File: src/rtl/sbsr_pkg.sv
// shared constants for the serial buffer and status register block
package sbsr_pkg;

  // register byte offsets
  localparam logic [11:0] OFF_CTRL    = 12'h000;
  localparam logic [11:0] OFF_EVENTS  = 12'h004;
  localparam logic [11:0] OFF_CMD     = 12'h014;
  localparam logic [11:0] OFF_STATUS  = 12'h018;
  localparam logic [11:0] OFF_BAUD    = 12'h01c;
  localparam logic [11:0] OFF_RX_POPX = 12'h020;
  localparam logic [11:0] OFF_RX_POPB = 12'h024;
  localparam logic [11:0] OFF_RX_PRX  = 12'h028;
  localparam logic [11:0] OFF_RX_PRB  = 12'h02c;
  localparam logic [11:0] OFF_RX_PKX  = 12'h030;
  localparam logic [11:0] OFF_RX_PKPX = 12'h034;
  localparam logic [11:0] OFF_TX_PUSH = 12'h03c;

  // control register fields
  localparam int CTRL_AUTO_TRI  = 0;
  localparam int CTRL_LVL_SEL   = 1;
  localparam int CTRL_ASYNC     = 2;
  localparam int CTRL_IRDA      = 3;

  // command register fields
  localparam int CMD_RX_ON      = 0;
  localparam int CMD_RX_OFF     = 1;
  localparam int CMD_TX_ON      = 2;
  localparam int CMD_TX_OFF     = 3;
  localparam int CMD_MAIN_ON    = 4;
  localparam int CMD_MAIN_OFF   = 5;
  localparam int CMD_DISC_ON    = 6;
  localparam int CMD_DISC_OFF   = 7;
  localparam int CMD_TRI_ON     = 8;
  localparam int CMD_TRI_OFF    = 9;

  // status register fields
  localparam int ST_RX_ON       = 0;
  localparam int ST_TX_ON       = 1;
  localparam int ST_MAIN        = 2;
  localparam int ST_DISCARD     = 3;
  localparam int ST_TRI         = 4;
  localparam int ST_TX_COMPLETE = 5;
  localparam int ST_LEVEL       = 6;
  localparam int ST_RX_VALID    = 7;
  localparam int ST_RX_FULL     = 8;
  localparam int ST_TX_CNT_LSB  = 16;

  // event register fields
  localparam int EV_RX_UF       = 0;
  localparam int EV_TX_OF       = 1;

  // baud divider fields
  localparam int DIV_LSB        = 3;
  localparam int DIV_MSB        = 22;
  localparam int DETECT_BIT     = 31;
  localparam logic [19:0] DIV_RESET = 20'h00000;
  localparam logic [7:0] PATTERN_ASYNC = 8'h55;
  localparam logic [7:0] PATTERN_IRDA  = 8'h00;

  // receive word layout, and the htrans bit that marks a transfer
  localparam int FRAME_ERR_POS  = 15;
  localparam int PARITY_ERR_POS = 14;
  localparam int SECOND_LSB     = 16;
  localparam logic [1:0] HTRANS_NONSEQ_BIT = 2'b10;

  typedef enum logic [1:0] {
    ST_IDLE = 2'b01,
    ST_ACC  = 2'b10
  } sbsr_state_t;

endpackage

File: src/rtl/sbsr_top.sv
// register file, receive and transmit buffers of the serial transceiver
//
// Added by the designer: the AHB-Lite interface to the registers.
`timescale 1ns/100ps
`default_nettype none

module sbsr_top #(
  parameter int RX_DEPTH = 2,
  parameter int TX_DEPTH = 2
) (
  input  wire logic        hclk,
  input  wire logic        hresetn,
  input  wire logic        hsel,
  input  wire logic [31:0] haddr,
  input  wire logic [1:0]  htrans,
  input  wire logic        hwrite,
  input  wire logic [2:0]  hsize,
  input  wire logic [31:0] hwdata,
  input  wire logic        hready,
  output logic      [31:0] hrdata,
  output logic             hreadyout,
  output logic             hresp,
  input  wire logic        rx_frame_valid,
  input  wire logic [8:0]  rx_frame_data,
  input  wire logic        rx_frame_framing_err,
  input  wire logic        rx_frame_parity_err,
  input  wire logic        tx_frame_take,
  input  wire logic        tx_frame_done,
  input  wire logic        tx_shift_idle,
  input  wire logic        baud_measure_valid,
  input  wire logic [19:0] baud_measure,
  output logic             tx_frame_valid,
  output logic      [8:0]  tx_frame_data,
  output logic             tx_on_status,
  output logic             rx_on_status,
  output logic             main_mode,
  output logic             tx_tristated,
  output logic             rx_discard_active,
  output logic      [19:0] baud_div,
  output logic             baud_detect_run,
  output logic      [7:0]  baud_detect_pattern
);
  import sbsr_pkg::*;

  localparam int RCW = $clog2(RX_DEPTH + 1);
  localparam int TCW = $clog2(TX_DEPTH + 1);
  localparam logic [RCW-1:0] RX_FULL_CNT = RCW'(RX_DEPTH);
  localparam logic [TCW-1:0] TX_FULL_CNT = TCW'(TX_DEPTH);
  localparam logic [TCW-1:0] TX_HALF_CNT = TCW'(TX_DEPTH / 2);

  // entry: {framing_error_bit, parity_error_bit, data[8:0]}
  typedef struct packed {
    sbsr_state_t                 state;
    logic                        hready;
    logic [31:0]                 hrdata;
    logic [11:0]                 addr;
    logic                        wr;
    logic                        auto_tri;
    logic                        lvl_sel;
    logic                        async_mode;
    logic                        irda;
    logic                        rx_on;
    logic                        tx_on;
    logic                        main_on;
    logic                        discard;
    logic                        tristate;
    logic                        tx_complete;
    logic                        rx_uf;
    logic                        tx_of;
    logic                        baud_on;
    logic [19:0]                 div;
    logic                        baud_run;
    logic [7:0]                  pattern;
    logic [RCW-1:0]              rx_cnt;
    logic [RX_DEPTH-1:0][10:0]   rx_buf;
    logic [TCW-1:0]              tx_cnt;
    logic [TX_DEPTH-1:0][8:0]    tx_buf;
    logic                        tx_valid;
    logic [8:0]                  tx_data;
  } sbsr_regs_t;

  sbsr_regs_t s_r;
  sbsr_regs_t s_nxt;

  // 16-bit extended view of one entry
  function automatic logic [15:0] ext_view(input logic [10:0] e);
    ext_view           = 16'h0000;
    ext_view[8:0]      = e[8:0];
    ext_view[PARITY_ERR_POS] = e[9];
    ext_view[FRAME_ERR_POS]  = e[10];
  endfunction

  function automatic logic [31:0] status_word(input sbsr_regs_t s);
    status_word              = 32'h00000000;
    status_word[ST_RX_ON]    = s.rx_on;
    status_word[ST_TX_ON]    = s.tx_on;
    status_word[ST_MAIN]     = s.main_on;
    status_word[ST_DISCARD]  = s.discard;
    status_word[ST_TRI]      = s.tristate & ~s.auto_tri;
    status_word[ST_TX_COMPLETE] = s.tx_complete;
    status_word[ST_LEVEL]    = s.lvl_sel ? (s.tx_cnt <= TX_HALF_CNT)
                                         : (s.tx_cnt == '0);
    status_word[ST_RX_VALID] = (s.rx_cnt != '0);
    status_word[ST_RX_FULL]  = (s.rx_cnt == RX_FULL_CNT);
    status_word[ST_TX_CNT_LSB +: 2] = 2'(s.tx_cnt);
  endfunction

  logic [31:0] stat_w;
  assign stat_w = status_word(s_r);

  always_comb begin
    logic [1:0]     want;
    logic [RCW-1:0] npop;
    logic [31:0]    rd;
    logic [11:0]    a;
    s_nxt = s_r;
    want  = 2'b00;
    npop  = '0;
    rd    = 32'h00000000;
    a     = s_r.addr;

    // engine takes the head frame into its shift register
    if (tx_frame_take && s_r.tx_cnt != '0) begin
      for (int i = 0; i < TX_DEPTH - 1; i++) begin
        s_nxt.tx_buf[i] = s_r.tx_buf[i+1];
      end
      s_nxt.tx_buf[TX_DEPTH-1] = 9'h000;
      s_nxt.tx_cnt = s_r.tx_cnt - TCW'(1);
    end

    if (s_r.state == ST_ACC) begin
      s_nxt.state  = ST_IDLE;
      s_nxt.hready = 1'b1;
      if (!s_r.wr) begin
        if (a == OFF_CTRL) begin
          rd[CTRL_AUTO_TRI] = s_r.auto_tri;
          rd[CTRL_LVL_SEL]  = s_r.lvl_sel;
          rd[CTRL_ASYNC]    = s_r.async_mode;
          rd[CTRL_IRDA]     = s_r.irda;
        end else if (a == OFF_EVENTS) begin
          // read clears; no event can be raised by this same access
          rd[EV_RX_UF]   = s_r.rx_uf;
          rd[EV_TX_OF]   = s_r.tx_of;
          s_nxt.rx_uf    = 1'b0;
          s_nxt.tx_of    = 1'b0;
        end else if (a == OFF_STATUS) begin
          rd = stat_w;
        end else if (a == OFF_BAUD) begin
          rd[DETECT_BIT]       = s_r.baud_on;
          rd[DIV_MSB:DIV_LSB]  = s_r.div;
        end else if (a == OFF_RX_POPX) begin
          rd[15:0] = ext_view(s_r.rx_buf[0]);
          want     = 2'd1;
        end else if (a == OFF_RX_POPB) begin
          rd[7:0]  = s_r.rx_buf[0][7:0];
          want     = 2'd1;
        end else if (a == OFF_RX_PRX) begin
          rd[15:0] = ext_view(s_r.rx_buf[0]);
          rd[SECOND_LSB +: 16] = ext_view(s_r.rx_buf[1]);
          want     = 2'd2;
        end else if (a == OFF_RX_PRB) begin
          rd[7:0]  = s_r.rx_buf[0][7:0];
          rd[15:8] = s_r.rx_buf[1][7:0];
          want     = 2'd2;
        end else if (a == OFF_RX_PKX) begin
          rd[15:0] = ext_view(s_r.rx_buf[0]);
        end else if (a == OFF_RX_PKPX) begin
          rd[15:0] = ext_view(s_r.rx_buf[0]);
          rd[SECOND_LSB +: 16] = ext_view(s_r.rx_buf[1]);
        end
        s_nxt.hrdata = rd;
      end else begin
        if (a == OFF_CTRL) begin
          s_nxt.auto_tri   = hwdata[CTRL_AUTO_TRI];
          s_nxt.lvl_sel    = hwdata[CTRL_LVL_SEL];
          s_nxt.async_mode = hwdata[CTRL_ASYNC];
          s_nxt.irda       = hwdata[CTRL_IRDA];
        end else if (a == OFF_CMD) begin
          // when enable and disable come together, disable wins
          if (hwdata[CMD_RX_ON])    s_nxt.rx_on    = 1'b1;
          if (hwdata[CMD_RX_OFF])   s_nxt.rx_on    = 1'b0;
          if (hwdata[CMD_TX_ON])    s_nxt.tx_on    = 1'b1;
          if (hwdata[CMD_TX_OFF])   s_nxt.tx_on    = 1'b0;
          if (hwdata[CMD_MAIN_ON])  s_nxt.main_on  = 1'b1;
          if (hwdata[CMD_MAIN_OFF]) s_nxt.main_on  = 1'b0;
          if (hwdata[CMD_DISC_ON])  s_nxt.discard  = 1'b1;
          if (hwdata[CMD_DISC_OFF]) s_nxt.discard  = 1'b0;
          if (hwdata[CMD_TRI_ON])   s_nxt.tristate = 1'b1;
          if (hwdata[CMD_TRI_OFF])  s_nxt.tristate = 1'b0;
        end else if (a == OFF_BAUD) begin
          s_nxt.baud_on = hwdata[DETECT_BIT];
          s_nxt.div     = hwdata[DIV_MSB:DIV_LSB];
        end else if (a == OFF_TX_PUSH) begin
          if (s_nxt.tx_cnt == TX_FULL_CNT) begin
            s_nxt.tx_of = 1'b1;
          end else begin
            s_nxt.tx_buf[s_nxt.tx_cnt] = {1'b0, hwdata[7:0]};
            s_nxt.tx_cnt = s_nxt.tx_cnt + TCW'(1);
            s_nxt.tx_complete = 1'b0;
          end
        end
      end
    end

    // pop only what is there; a short buffer raises underflow
    if (want != 2'b00) begin
      if (RCW'(want) > s_r.rx_cnt) begin
        s_nxt.rx_uf = 1'b1;
        npop = s_r.rx_cnt;
      end else begin
        npop = RCW'(want);
      end
    end
    for (int i = 0; i < RX_DEPTH; i++) begin
      if (i + int'(npop) < RX_DEPTH) begin
        s_nxt.rx_buf[i] = s_r.rx_buf[i + int'(npop)];
      end else begin
        s_nxt.rx_buf[i] = 11'h000;
      end
    end
    s_nxt.rx_cnt = s_r.rx_cnt - npop;

    // discard is sampled at the frame's completion; full buffer drops it
    if (rx_frame_valid && s_r.rx_on && !s_r.discard
        && s_nxt.rx_cnt != RX_FULL_CNT) begin
      s_nxt.rx_buf[s_nxt.rx_cnt] = {rx_frame_framing_err, rx_frame_parity_err, rx_frame_data};
      s_nxt.rx_cnt = s_nxt.rx_cnt + RCW'(1);
    end

    if (tx_frame_done && tx_shift_idle && s_nxt.tx_cnt == '0) begin
      s_nxt.tx_complete = 1'b1;
    end

    // measured rate beats a software write landing in the same cycle
    if (s_r.baud_run && baud_measure_valid) begin
      s_nxt.div = baud_measure;
    end
    s_nxt.baud_run = s_nxt.baud_on & s_nxt.async_mode;
    s_nxt.pattern  = s_nxt.irda ? PATTERN_IRDA : PATTERN_ASYNC;

    if (hsel && hready && (htrans & HTRANS_NONSEQ_BIT) != 2'b00) begin
      s_nxt.state  = ST_ACC;
      s_nxt.hready = 1'b0;
      s_nxt.addr   = {haddr[11:2], 2'b00};
      s_nxt.wr     = hwrite;
    end

    s_nxt.tx_valid = (s_nxt.tx_cnt != '0);
    s_nxt.tx_data  = s_nxt.tx_buf[0];
  end

  always_ff @(posedge hclk or negedge hresetn) begin
    if (!hresetn) begin
      s_r         <= '0;
      s_r.state   <= ST_IDLE;
      s_r.hready  <= 1'b1;
      s_r.div     <= DIV_RESET;
      s_r.pattern <= PATTERN_ASYNC;
    end else begin
      s_r <= s_nxt;
    end
  end

  assign hrdata              = s_r.hrdata;
  assign hreadyout           = s_r.hready;
  assign hresp               = 1'b0;
  assign tx_frame_valid      = s_r.tx_valid;
  assign tx_frame_data       = s_r.tx_data;
  assign tx_on_status        = s_r.tx_on;
  assign rx_on_status        = s_r.rx_on;
  assign main_mode           = s_r.main_on;
  assign tx_tristated        = s_r.tristate;
  assign rx_discard_active   = s_r.discard;
  assign baud_div            = s_r.div;
  assign baud_detect_run     = s_r.baud_run;
  assign baud_detect_pattern = s_r.pattern;

  // checks
  logic acc_rd;
  logic acc_wr;
  assign acc_rd = (s_r.state == ST_ACC) && !s_r.wr;
  assign acc_wr = (s_r.state == ST_ACC) && s_r.wr;

  property p_level;
    @(posedge hclk) disable iff (!hresetn)
      !s_r.lvl_sel |-> (stat_w[ST_LEVEL] == !tx_frame_valid);
  endproperty
  a_level: assert property (p_level)
    else $error("level flag wrong for empty select");

  property p_complete_clear;
    @(posedge hclk) disable iff (!hresetn)
      acc_wr && s_r.addr == OFF_TX_PUSH && s_r.tx_cnt != TX_FULL_CNT |=> !s_r.tx_complete;
  endproperty
  a_complete_clear: assert property (p_complete_clear)
    else $error("complete flag survived a push");

  property p_tri_auto;
    @(posedge hclk) disable iff (!hresetn)
      s_r.auto_tri |-> !stat_w[ST_TRI];
  endproperty
  a_tri_auto: assert property (p_tri_auto)
    else $error("tristated status not zero under auto tristate");

  property p_discard;
    @(posedge hclk) disable iff (!hresetn)
      rx_frame_valid && s_r.discard |=> s_r.rx_cnt <= $past(s_r.rx_cnt);
  endproperty
  a_discard: assert property (p_discard)
    else $error("frame stored while discard active");

  property p_main_on;
    @(posedge hclk) disable iff (!hresetn)
      acc_wr && s_r.addr == OFF_CMD && hwdata[CMD_MAIN_ON] && !hwdata[CMD_MAIN_OFF]
      |=> main_mode && stat_w[ST_MAIN];
  endproperty
  a_main_on: assert property (p_main_on)
    else $error("main status did not follow command");

  property p_detect;
    @(posedge hclk) disable iff (!hresetn)
      s_r.baud_run && baud_measure_valid |=> baud_div == $past(baud_measure);
  endproperty
  a_detect: assert property (p_detect)
    else $error("detected rate not loaded");

  property p_pop_ext;
    @(posedge hclk) disable iff (!hresetn)
      acc_rd && s_r.addr == OFF_RX_POPX && s_r.rx_cnt != '0 && !rx_frame_valid
      |=> hrdata[8:0] == $past(s_r.rx_buf[0][8:0])
          && s_r.rx_cnt == $past(s_r.rx_cnt) - RCW'(1) && hreadyout;
  endproperty
  a_pop_ext: assert property (p_pop_ext)
    else $error("extended pop wrong data or count");

  property p_peek;
    @(posedge hclk) disable iff (!hresetn)
      acc_rd && (s_r.addr == OFF_RX_PKX || s_r.addr == OFF_RX_PKPX)
      && !tx_frame_take |=> s_r.rx_cnt >= $past(s_r.rx_cnt)
                            && s_r.tx_cnt == $past(s_r.tx_cnt);
  endproperty
  a_peek: assert property (p_peek)
    else $error("peek read removed an entry");

  property p_underflow;
    @(posedge hclk) disable iff (!hresetn)
      acc_rd && s_r.addr == OFF_RX_POPB && s_r.rx_cnt == '0 |=> s_r.rx_uf;
  endproperty
  a_underflow: assert property (p_underflow)
    else $error("underflow not flagged");

  property p_overflow;
    @(posedge hclk) disable iff (!hresetn)
      acc_wr && s_r.addr == OFF_TX_PUSH && s_r.tx_cnt == TX_FULL_CNT && !tx_frame_take
      |=> s_r.tx_of && s_r.tx_buf == $past(s_r.tx_buf);
  endproperty
  a_overflow: assert property (p_overflow)
    else $error("overflow lost or buffer changed");

  property p_rx_valid;
    @(posedge hclk) disable iff (!hresetn)
      rx_frame_valid && s_r.rx_on && !s_r.discard |=> stat_w[ST_RX_VALID];
  endproperty
  a_rx_valid: assert property (p_rx_valid)
    else $error("receive valid low after a stored frame");

endmodule

`default_nettype wire

File: config.mk
export PLATFORM = sky130hd
export DESIGN_NAME = sbsr_top
export DESIGN_NICKNAME = d
export VERILOG_FILES = /design/src/rtl/sbsr_pkg.sv /design/src/rtl/sbsr_top.sv
export SDC_FILE = /design/constraint.sdc
export NUM_CORES = 1
export LEC_CHECK = 0
export ABC_CLOCK_PERIOD_IN_PS = 6200
export BUFFER_PORTS_ARGS = -buffer_cell sky130_fd_sc_hd__buf_2
export CAP_MARGIN = 20
export CELL_PAD_IN_SITES_DETAIL_PLACEMENT = 1
export CELL_PAD_IN_SITES_GLOBAL_PLACEMENT = 2
export CORE_AREA = 4 4 143 145
export CTS_BUF_LIST = sky130_fd_sc_hd__clkbuf_16
export DETAILED_ROUTE_END_ITERATION = 6
export DIE_AREA = 0 0 147 149
export GPL_ROUTABILITY_DRIVEN = 0
export GPL_TIMING_DRIVEN = 0
export PLACE_DENSITY_LB_ADDON = 0.1
export SKIP_LAST_GASP = 1
export SYNTH_ARGS = -nofsm -noshare
export SYNTH_HDL_FRONTEND = slang
export SYNTH_SLANG_ARGS = --single-unit
File: constraint.sdc
create_clock -name hclk -period 6.2 [get_ports hclk]
set_input_delay 0.31 -clock hclk [delete_from_list [all_inputs] [get_ports hclk]]
set_output_delay 0.31 -clock hclk [all_outputs]
set_load 0.01 [all_outputs]
==> results of run 1 <==
[synth_stat cells, types with 2 or more instances]
master     instances  area, um^2
a21oi_1           53         265
ha_1              12         150
dfrtp_1          118        2950
nand2b_1           3        18.8
a32oi_1            6        52.6
and2_1             3        18.8
or2_2              4        25.0
clkbuf_1          20        75.1
o21a_1             3        22.5
mux2_2            14         158
a221oi_1           2        17.5
nand3_1            9        45.0
inv_1             12        45.0
nor3_2             2        20.0
a22oi_1            9        67.6
nor2_1            46         173
nand2_1           76         285
buf_4             72         541
nor2b_1            7        43.8
dfstp_2            2        52.6
a222oi_1           3        30.0
nor3_1             5        25.0
o22ai_1            2        12.5
buf_1              2        7.51
nand3b_1           2        15.0
o21ai_0           42         210
o2bb2ai_1          2        17.5
a31oi_1            2        12.5
mux2i_1           44         440
xnor2_1            2        17.5
or3_1              2        12.5
a21o_1             2        15.0
a22o_1            18         158
nor4_4             2        42.5
buf_2              8        40.0
o211ai_1           4        30.0
nand4_1            6        37.5
[critical path: stages (launching register included)]
cell and delay (ps):
dfrtp_1 390, or4_4 590, nor3_2 400, buf_2 330, and3_1 270, ha_1 280
nor2b_1 150, or3_1 310, a31o_2 270, o21a_1 200, or2_1 230, ha_1 180
nor3_1 550, and2_1 270, or2_2 130, clkbuf_1 360, o21ai_0 170
[worst paths after layout]
check	startpoint	endpoint	cells after the start
max	s_r[108]$_DFFE_PN0P_	s_r[39]$_DFF_PN0_	16
min	hwdata[9]	tx_tristated$_DFFE_PN0P_	2
max reg2reg	s_r[108]$_DFFE_PN0P_	s_r[39]$_DFF_PN0_	16
min reg2reg	hrdata[18]$_DFFE_PN0P_	hrdata[18]$_DFFE_PN0P_	2
max in group asynchronous	hresetn	baud_detect_pattern[4]$_DFF_PN1_	3
min in group asynchronous	hresetn	s_r[96]$_DFFE_PN0P_	2
[metrics by stage]
| step | utilization | hold slack, ps | area, um^2 | worst slack, ps | total power, mW |
|---|---|---|---|---|---|
| finish | 0.422 | 85.8 | 8110 | 983 | 2.48 |
| global route | 0.422 | 83.5 | 8110 | 666 | 2.63 |
| detailed placement | 0.393 | 308 | 7540 | 1010 | 1.53 |
| floorplan | - | 14.4 | 6460 | 1970 | 1.31 |
| CTS | 0.422 | 87.1 | 8110 | 960 | 2.50 |
| global placement | 0.391 | 457 | 7510 | 1070 | 1.51 |
[sequential cells by signal, summed over array words and instances, names as in the netlist]
name                 flops
baud_detect_pattern      1
baud_detect_run          1
baud_div                20
hrdata                  27
main_mode                1
rx_discard_active        1
rx_on_status             1
s_r                     56
tx_frame_data            9
tx_frame_valid           1
tx_on_status             1
tx_tristated             1
[logic make-up after synthesis]
family / Yosys count / synth area share
xor+xnor: 2 / 0.00273
mux: 60 / 0.0971
fa+ha+maj: 12 / 0.0234
compound gates: 155 / 0.151
other cells: 1 / 0.000583
flops: 120 / 0.468
buf+inv: 116 / 0.113
simple gates: 184 / 0.145
[layer usage]
metal,wire [um],share of wire,vias up,global-route usage
met5,13,0.00063,-,0
met4,387,0.019,2,0.0657
met3,1060,0.051,29,0.0459
met2,10400,0.51,131,0.345
met1,8750,0.42,2622,0.237
li1,-,-,2549,-
[power by group through the flow]
stage	logic [mW]	clock network (mW)	registers [mW]
6_report	0.574	0.958	0.944
5_1_grt	0.651	1.02	0.956
4_1_cts	0.583	0.976	0.945
3_5_place_dp	0.577	0	0.958
3_3_place_gp	0.557	0	0.953
2_1_floorplan	0.387	0	0.924
[timing repair]
item | CTS | global route
endpoints found under the hold margin | 52 | 0
hold buffers | 1 | 0
buffers inserted | 0 | 0
[cell type report]
| cell class | instances | area, um^2 |
|---|---|---|
| fill | 2226 | 11100 |
| sequential | 120 | 3010 |
| inverter | 13 | 48.8 |
| multi-input combinational | 423 | 2730 |
| clock inverter | 14 | 134 |
| timing repair buffer | 145 | 759 |
| buffer | 103 | 674 |
| tap | 265 | 332 |
| clock buffer | 17 | 425 |
==> results.md, run 1 <==
* Lkg Pwr at 4.12 nW
* IO Pins at 188
* Finished Layout Cells at 1100
* H-tree Lvls at 4
* Clock tree buffer depth at 2
* Synthesis warning total at 0
* Max_slew headroom at 0.405
* Commonest non-fill, non-tap cell in the layout: buf_2
* Routed length per instance at 18.8 um
* Power share of the sequential group at 0.381
* Crit. End Element: register
* Max Cap Viol at 0
* Critical path data arrival time at 5490 ps
* Final HPWL DP at 15600 um
* Synth cell types at 66
* Maximum vdd drop at 0.189 mV
* Pwr dens at 305 mW/mm^2
* Antenna-violating nets left at 0
* Comb power frac at 0.232
* Die area at 0.0219 mm^2
* Hold Violations, Final at 0
* Finish-stage setup viols at 0
* Clk pwr share at 0.387
* Area growth, synth to finish at 26.2%
* Layout cells sized above 1 at 0.347
* Final wirelength at 20700 um
* Placed Cells at 1068
* Drt first pass iters at 4
* Most frequent cells in the layout: 150 x buf_2, 118 x dfrtp_1, 76 x nand2_1
* Final Critical Period at 5220 ps
* Skew-Pair Late Insertion Delay at 430 ps
* NumNets Final at 945
* CP required at 6470 ps
* Cell Int Power at 1.69 mW
* Worst R2R Setup Slack at 980 ps
* Port bufs at 143
* CTS buffer count at 17
* First-pass GRT wire length at 33400 um
* Status: finished clean
* Cell Rows at 51
* Mapped cell area at 0.00643 mm^2
* CTS tree: done
* Initial DRC count at 248
* Clock-pin slew on the worst setup and hold paths at 50 ps
* Unrepaired setup endpoints after global routing: no
* NetSw at 0.783 mW
* Root Buffer: clkbuf_16
* Detail-routed via count per cell at 4.85
* Via count at 5333
* Vias in the first global route at 5937
* Worst-path fanout max at 10
* Initial antenna violation count at 1
* FF+latch count, synth at 120
* Number of synthesized flops with an enable pin at 0
* HP Class: input pin to register
* Fmax achieved at 192 MHz
* WS Path Type: register to register
* Starting density of the core at 0.335
* Period utilization at 0.841
* DIE HEIGHT at 149 um
* Core Box Area at 0.0192 mm^2
* Cts repair resizes at 0
* Drt drc at 0
* Sw Ratio at 0.316
* Startpoint types: register
* GRT Residual Overflow at 0
* Total global-route track usage at 0.196
* Async SR Flop Fraction at 1.00
* Final Skew at 20.1 ps
* Clock Sinks at 120
* Sequential area share after synthesis at 0.468
* Max-slew violations at 0
* Top_reg_cell synth: dfrtp_1
* Chip width at 147 um
* Slew at the pin closest to its max-slew limit at 889 ps
* Mapped Cells at 650
* Synthesized area per cell at 9.89 um^2
* Setup TNS at 0 ps
* ANT cells at 0
* Pin count of the biggest net entering global routing at 69
(Power assumes the default switching activity.)
==> run 2: changes to the inputs <==
- ABC_CLOCK_PERIOD_IN_PS: 6200 -> 5000
- CORE_AREA: 4 4 143 145 -> 4 4 147 149
- DIE_AREA: 0 0 147 149 -> 0 0 151 153
- clock period: 6.2 -> 5 ns (I/O delays scaled with it)
==> results.md, run 2 (synthesis results as in run 1) <==
* Status: finished clean
* Critical path data arrival time at 5010 ps (-480 ps)
* Setup TNS at 0 ps (unchanged)
* Hold Violations, Final at 0 (unchanged)
* Clk pwr share at 0.410 (+0.023)
* Worst-case hold slack at 33.4 ps (-52.4 ps)
* First-pass GRT wire length at 32600 um (-2.4%)
* Design area at 0.00818 mm^2 (+0.79%)
* Vias in the first global route at 5665 (-4.6%)
* Fmax achieved at 212 MHz (+11%)
* Power share of the sequential group at 0.368 (-0.013)
* H-tree Lvls at 4 (unchanged)
* Max-slew violations at 0 (unchanged)
* Pre-CTS setup slack at -158 ps (-1170 ps)
* Via count at 5330 (-0.056%)
* Pin count of the biggest net entering global routing at 86 (+25%)
* Slew at the pin closest to its max-slew limit at 866 ps (-22.9 ps)
* Root Buffer: clkbuf_16
* Drt first pass iters at 4 (unchanged)
* Power Total at 3.19 mW (+29%)
* CP required at 5290 ps (-1180 ps)
* Chip width at 151 um (+2.7%)
* Final HPWL DP at 16000 um (+2.1%)
* CP max stage delay at 590 ps (about the same)
* Antenna-violating nets left at 0 (unchanged)
* Area growth, synth to finish at 27.2%
* Layout cells sized above 1 at 0.348 (+0.000834)
* Unrepaired setup endpoints after global routing: no
* Layout fillers at 2325 (+4.4%)
* CTS buffer count at 17 (unchanged)
* CP max-delay cell: or4_4
* WS Path Type: register to register
* Maximum vdd drop at 0.231 mV (+22%)
* Cell Int Power at 2.24 mW (+33%)
* Pwr dens at 390 mW/mm^2 (+28%)
* Final Critical Period at 4720 ps (-499 ps)
* Port bufs at 143 (unchanged)
* Crit. End Element: register
* Clock Sinks at 120 (unchanged)
* Most frequent cells in the layout: 150 x buf_2, 118 x dfrtp_1, 76 x nand2_1
* IO Pins at 188 (unchanged)
* Drt drc at 0 (unchanged)
* Final Skew at 8.73 ps (-11.4 ps)
* Comb power frac at 0.223 (-0.009)
* Commonest non-fill, non-tap cell in the layout: buf_2
* NumNets Final at 944 (-0.11%)
* Finish-stage setup viols at 0 (unchanged)
* Initial DRC count at 196 (-21%)
* Most flops, register: s_r
* Startpoint types: register
* Max_slew headroom at 0.420 (+0.0153)
* Clock tree buffer depth at 2 (unchanged)
* Detail-routed via count per cell at 4.83 (-0.33%)
* Lkg Pwr at 4.17 nW (+1.3%)
* Total global-route track usage at 0.182 (-0.0141)
* Worst R2R Setup Slack at 280 ps (-700 ps)
* Cell Rows at 52 (+2.0%)
* Max Cap Viol at 0 (unchanged)
* Placed Cells at 1073 (+0.47%)
* Crit path cell chain: or4_4 > nor3_2 > buf_2 > and3_1 > ha_1 > nor2b_1 > or3_1 > a31o_2 > o21a_1 > or2_1 > ha_1 > nor3_2 > nand2_1 > and3b_1 > buf_2 > a22o_1
* Core Box Area at 0.0202 mm^2 (+5.0%)
* Post-DP Area at 0.00755 mm^2 (about the same)
* GRT Residual Overflow at 0 (unchanged)
* HP Class: input pin to register
* Starting density of the core at 0.319 (-0.0160)
* CTS tree: done
* Period utilization at 0.944 (+0.102)
* DIE HEIGHT at 153 um (+2.7%)
* Post-CTS setup buffer count at 0 (unchanged)
* Initial antenna violation count at 0 (-1)
* Skew-Pair Late Insertion Delay at 410 ps (-20 ps)
* Die area at 0.0231 mm^2 (+5.5%)
* Max reg flops at 56 (unchanged)
* Final core occ at 0.405 (-0.0170)
* Final wirelength at 20900 um (+0.95%)
* Worst-path fanout max at 10 (unchanged)
* Routed length per instance at 18.9 um (+0.68%)
* ANT cells at 0 (unchanged)
* Sw Ratio at 0.296 (-0.0207)
* Finished Layout Cells at 1103 (+0.27%)
* Clock-pin slew on the worst setup and hold paths at 60 ps (about the same)
* NetSw at 0.942 mW (+20%)
* Setup ws final at 282 ps (-701 ps)
==> run 2: routing by layer <==
layer,track usage,up-vias,part of all wire
met3,0.0341,11,0.040
li1,-,2540,-
met2,0.297,107,0.49
met5,0,-,0
met4,0.0415,0,0.0077
met1,0.250,2672,0.46
==> run 2: worst max-delay path, delay by kind of cell (launching register included) <==
| kind | cells | cell delay, ps |
|---|---|---|
| flops | 1 | 390 |
| simple gates | 9 | 2490 |
| fa+ha+maj | 2 | 470 |
| compound gates | 3 | 680 |
| buf+inv | 2 | 560 |
==> run 2: area by class of cell <==
| type | instances | area [um^2] | share of cell area |
|---|---|---|---|
| multi-input cells | 423 | 2740 | 0.335 |
| inverters | 13 | 48.8 | 0.00597 |
| repair buffers | 145 | 759 | 0.0929 |
| clock inverters | 13 | 188 | 0.0230 |
| clock buffers | 17 | 425 | 0.0520 |
| plain buffers | 102 | 673 | 0.0823 |
| well taps | 270 | 338 | 0.0413 |
| flip-flops and latches | 120 | 3010 | 0.368 |
==> run 2: what timing repair did <==
action                                  CTS  global route
gates resized for setup                   1             4
endpoints found under the setup margin   20            20
hold buffers                              1             0
hold endpoints to repair                 34             0
==> run 2: worst paths after layout <==
| path | depth (start not counted) | to | start |
|---|---|---|---|
| worst max-delay path | 16 | s_r[45]$_DFF_PN0_ | s_r[108]$_DFFE_PN0P_ |
| worst min-delay path | 2 | tx_tristated$_DFFE_PN0P_ | hwdata[9] |
| worst max register to register | 16 | s_r[45]$_DFF_PN0_ | s_r[108]$_DFFE_PN0P_ |
| worst min register to register | 2 | hrdata[21]$_DFFE_PN0P_ | hrdata[21]$_DFFE_PN0P_ |
| max in group asynchronous | 3 | s_r[45]$_DFF_PN0_ | hresetn |
| min in group asynchronous | 2 | tx_frame_data[0]$_DFF_PN0_ | hresetn |
==> run 2: power by group through the flow <==
stage	clock network (mW)	logic (mW)	registers (mW)
final	1.31	0.709	1.17
after global routing	1.38	0.789	1.18
after CTS	1.33	0.722	1.17
after detailed placement	0	0.716	1.19
after global placement	0	0.690	1.18
after floorplan	0	0.479	1.15
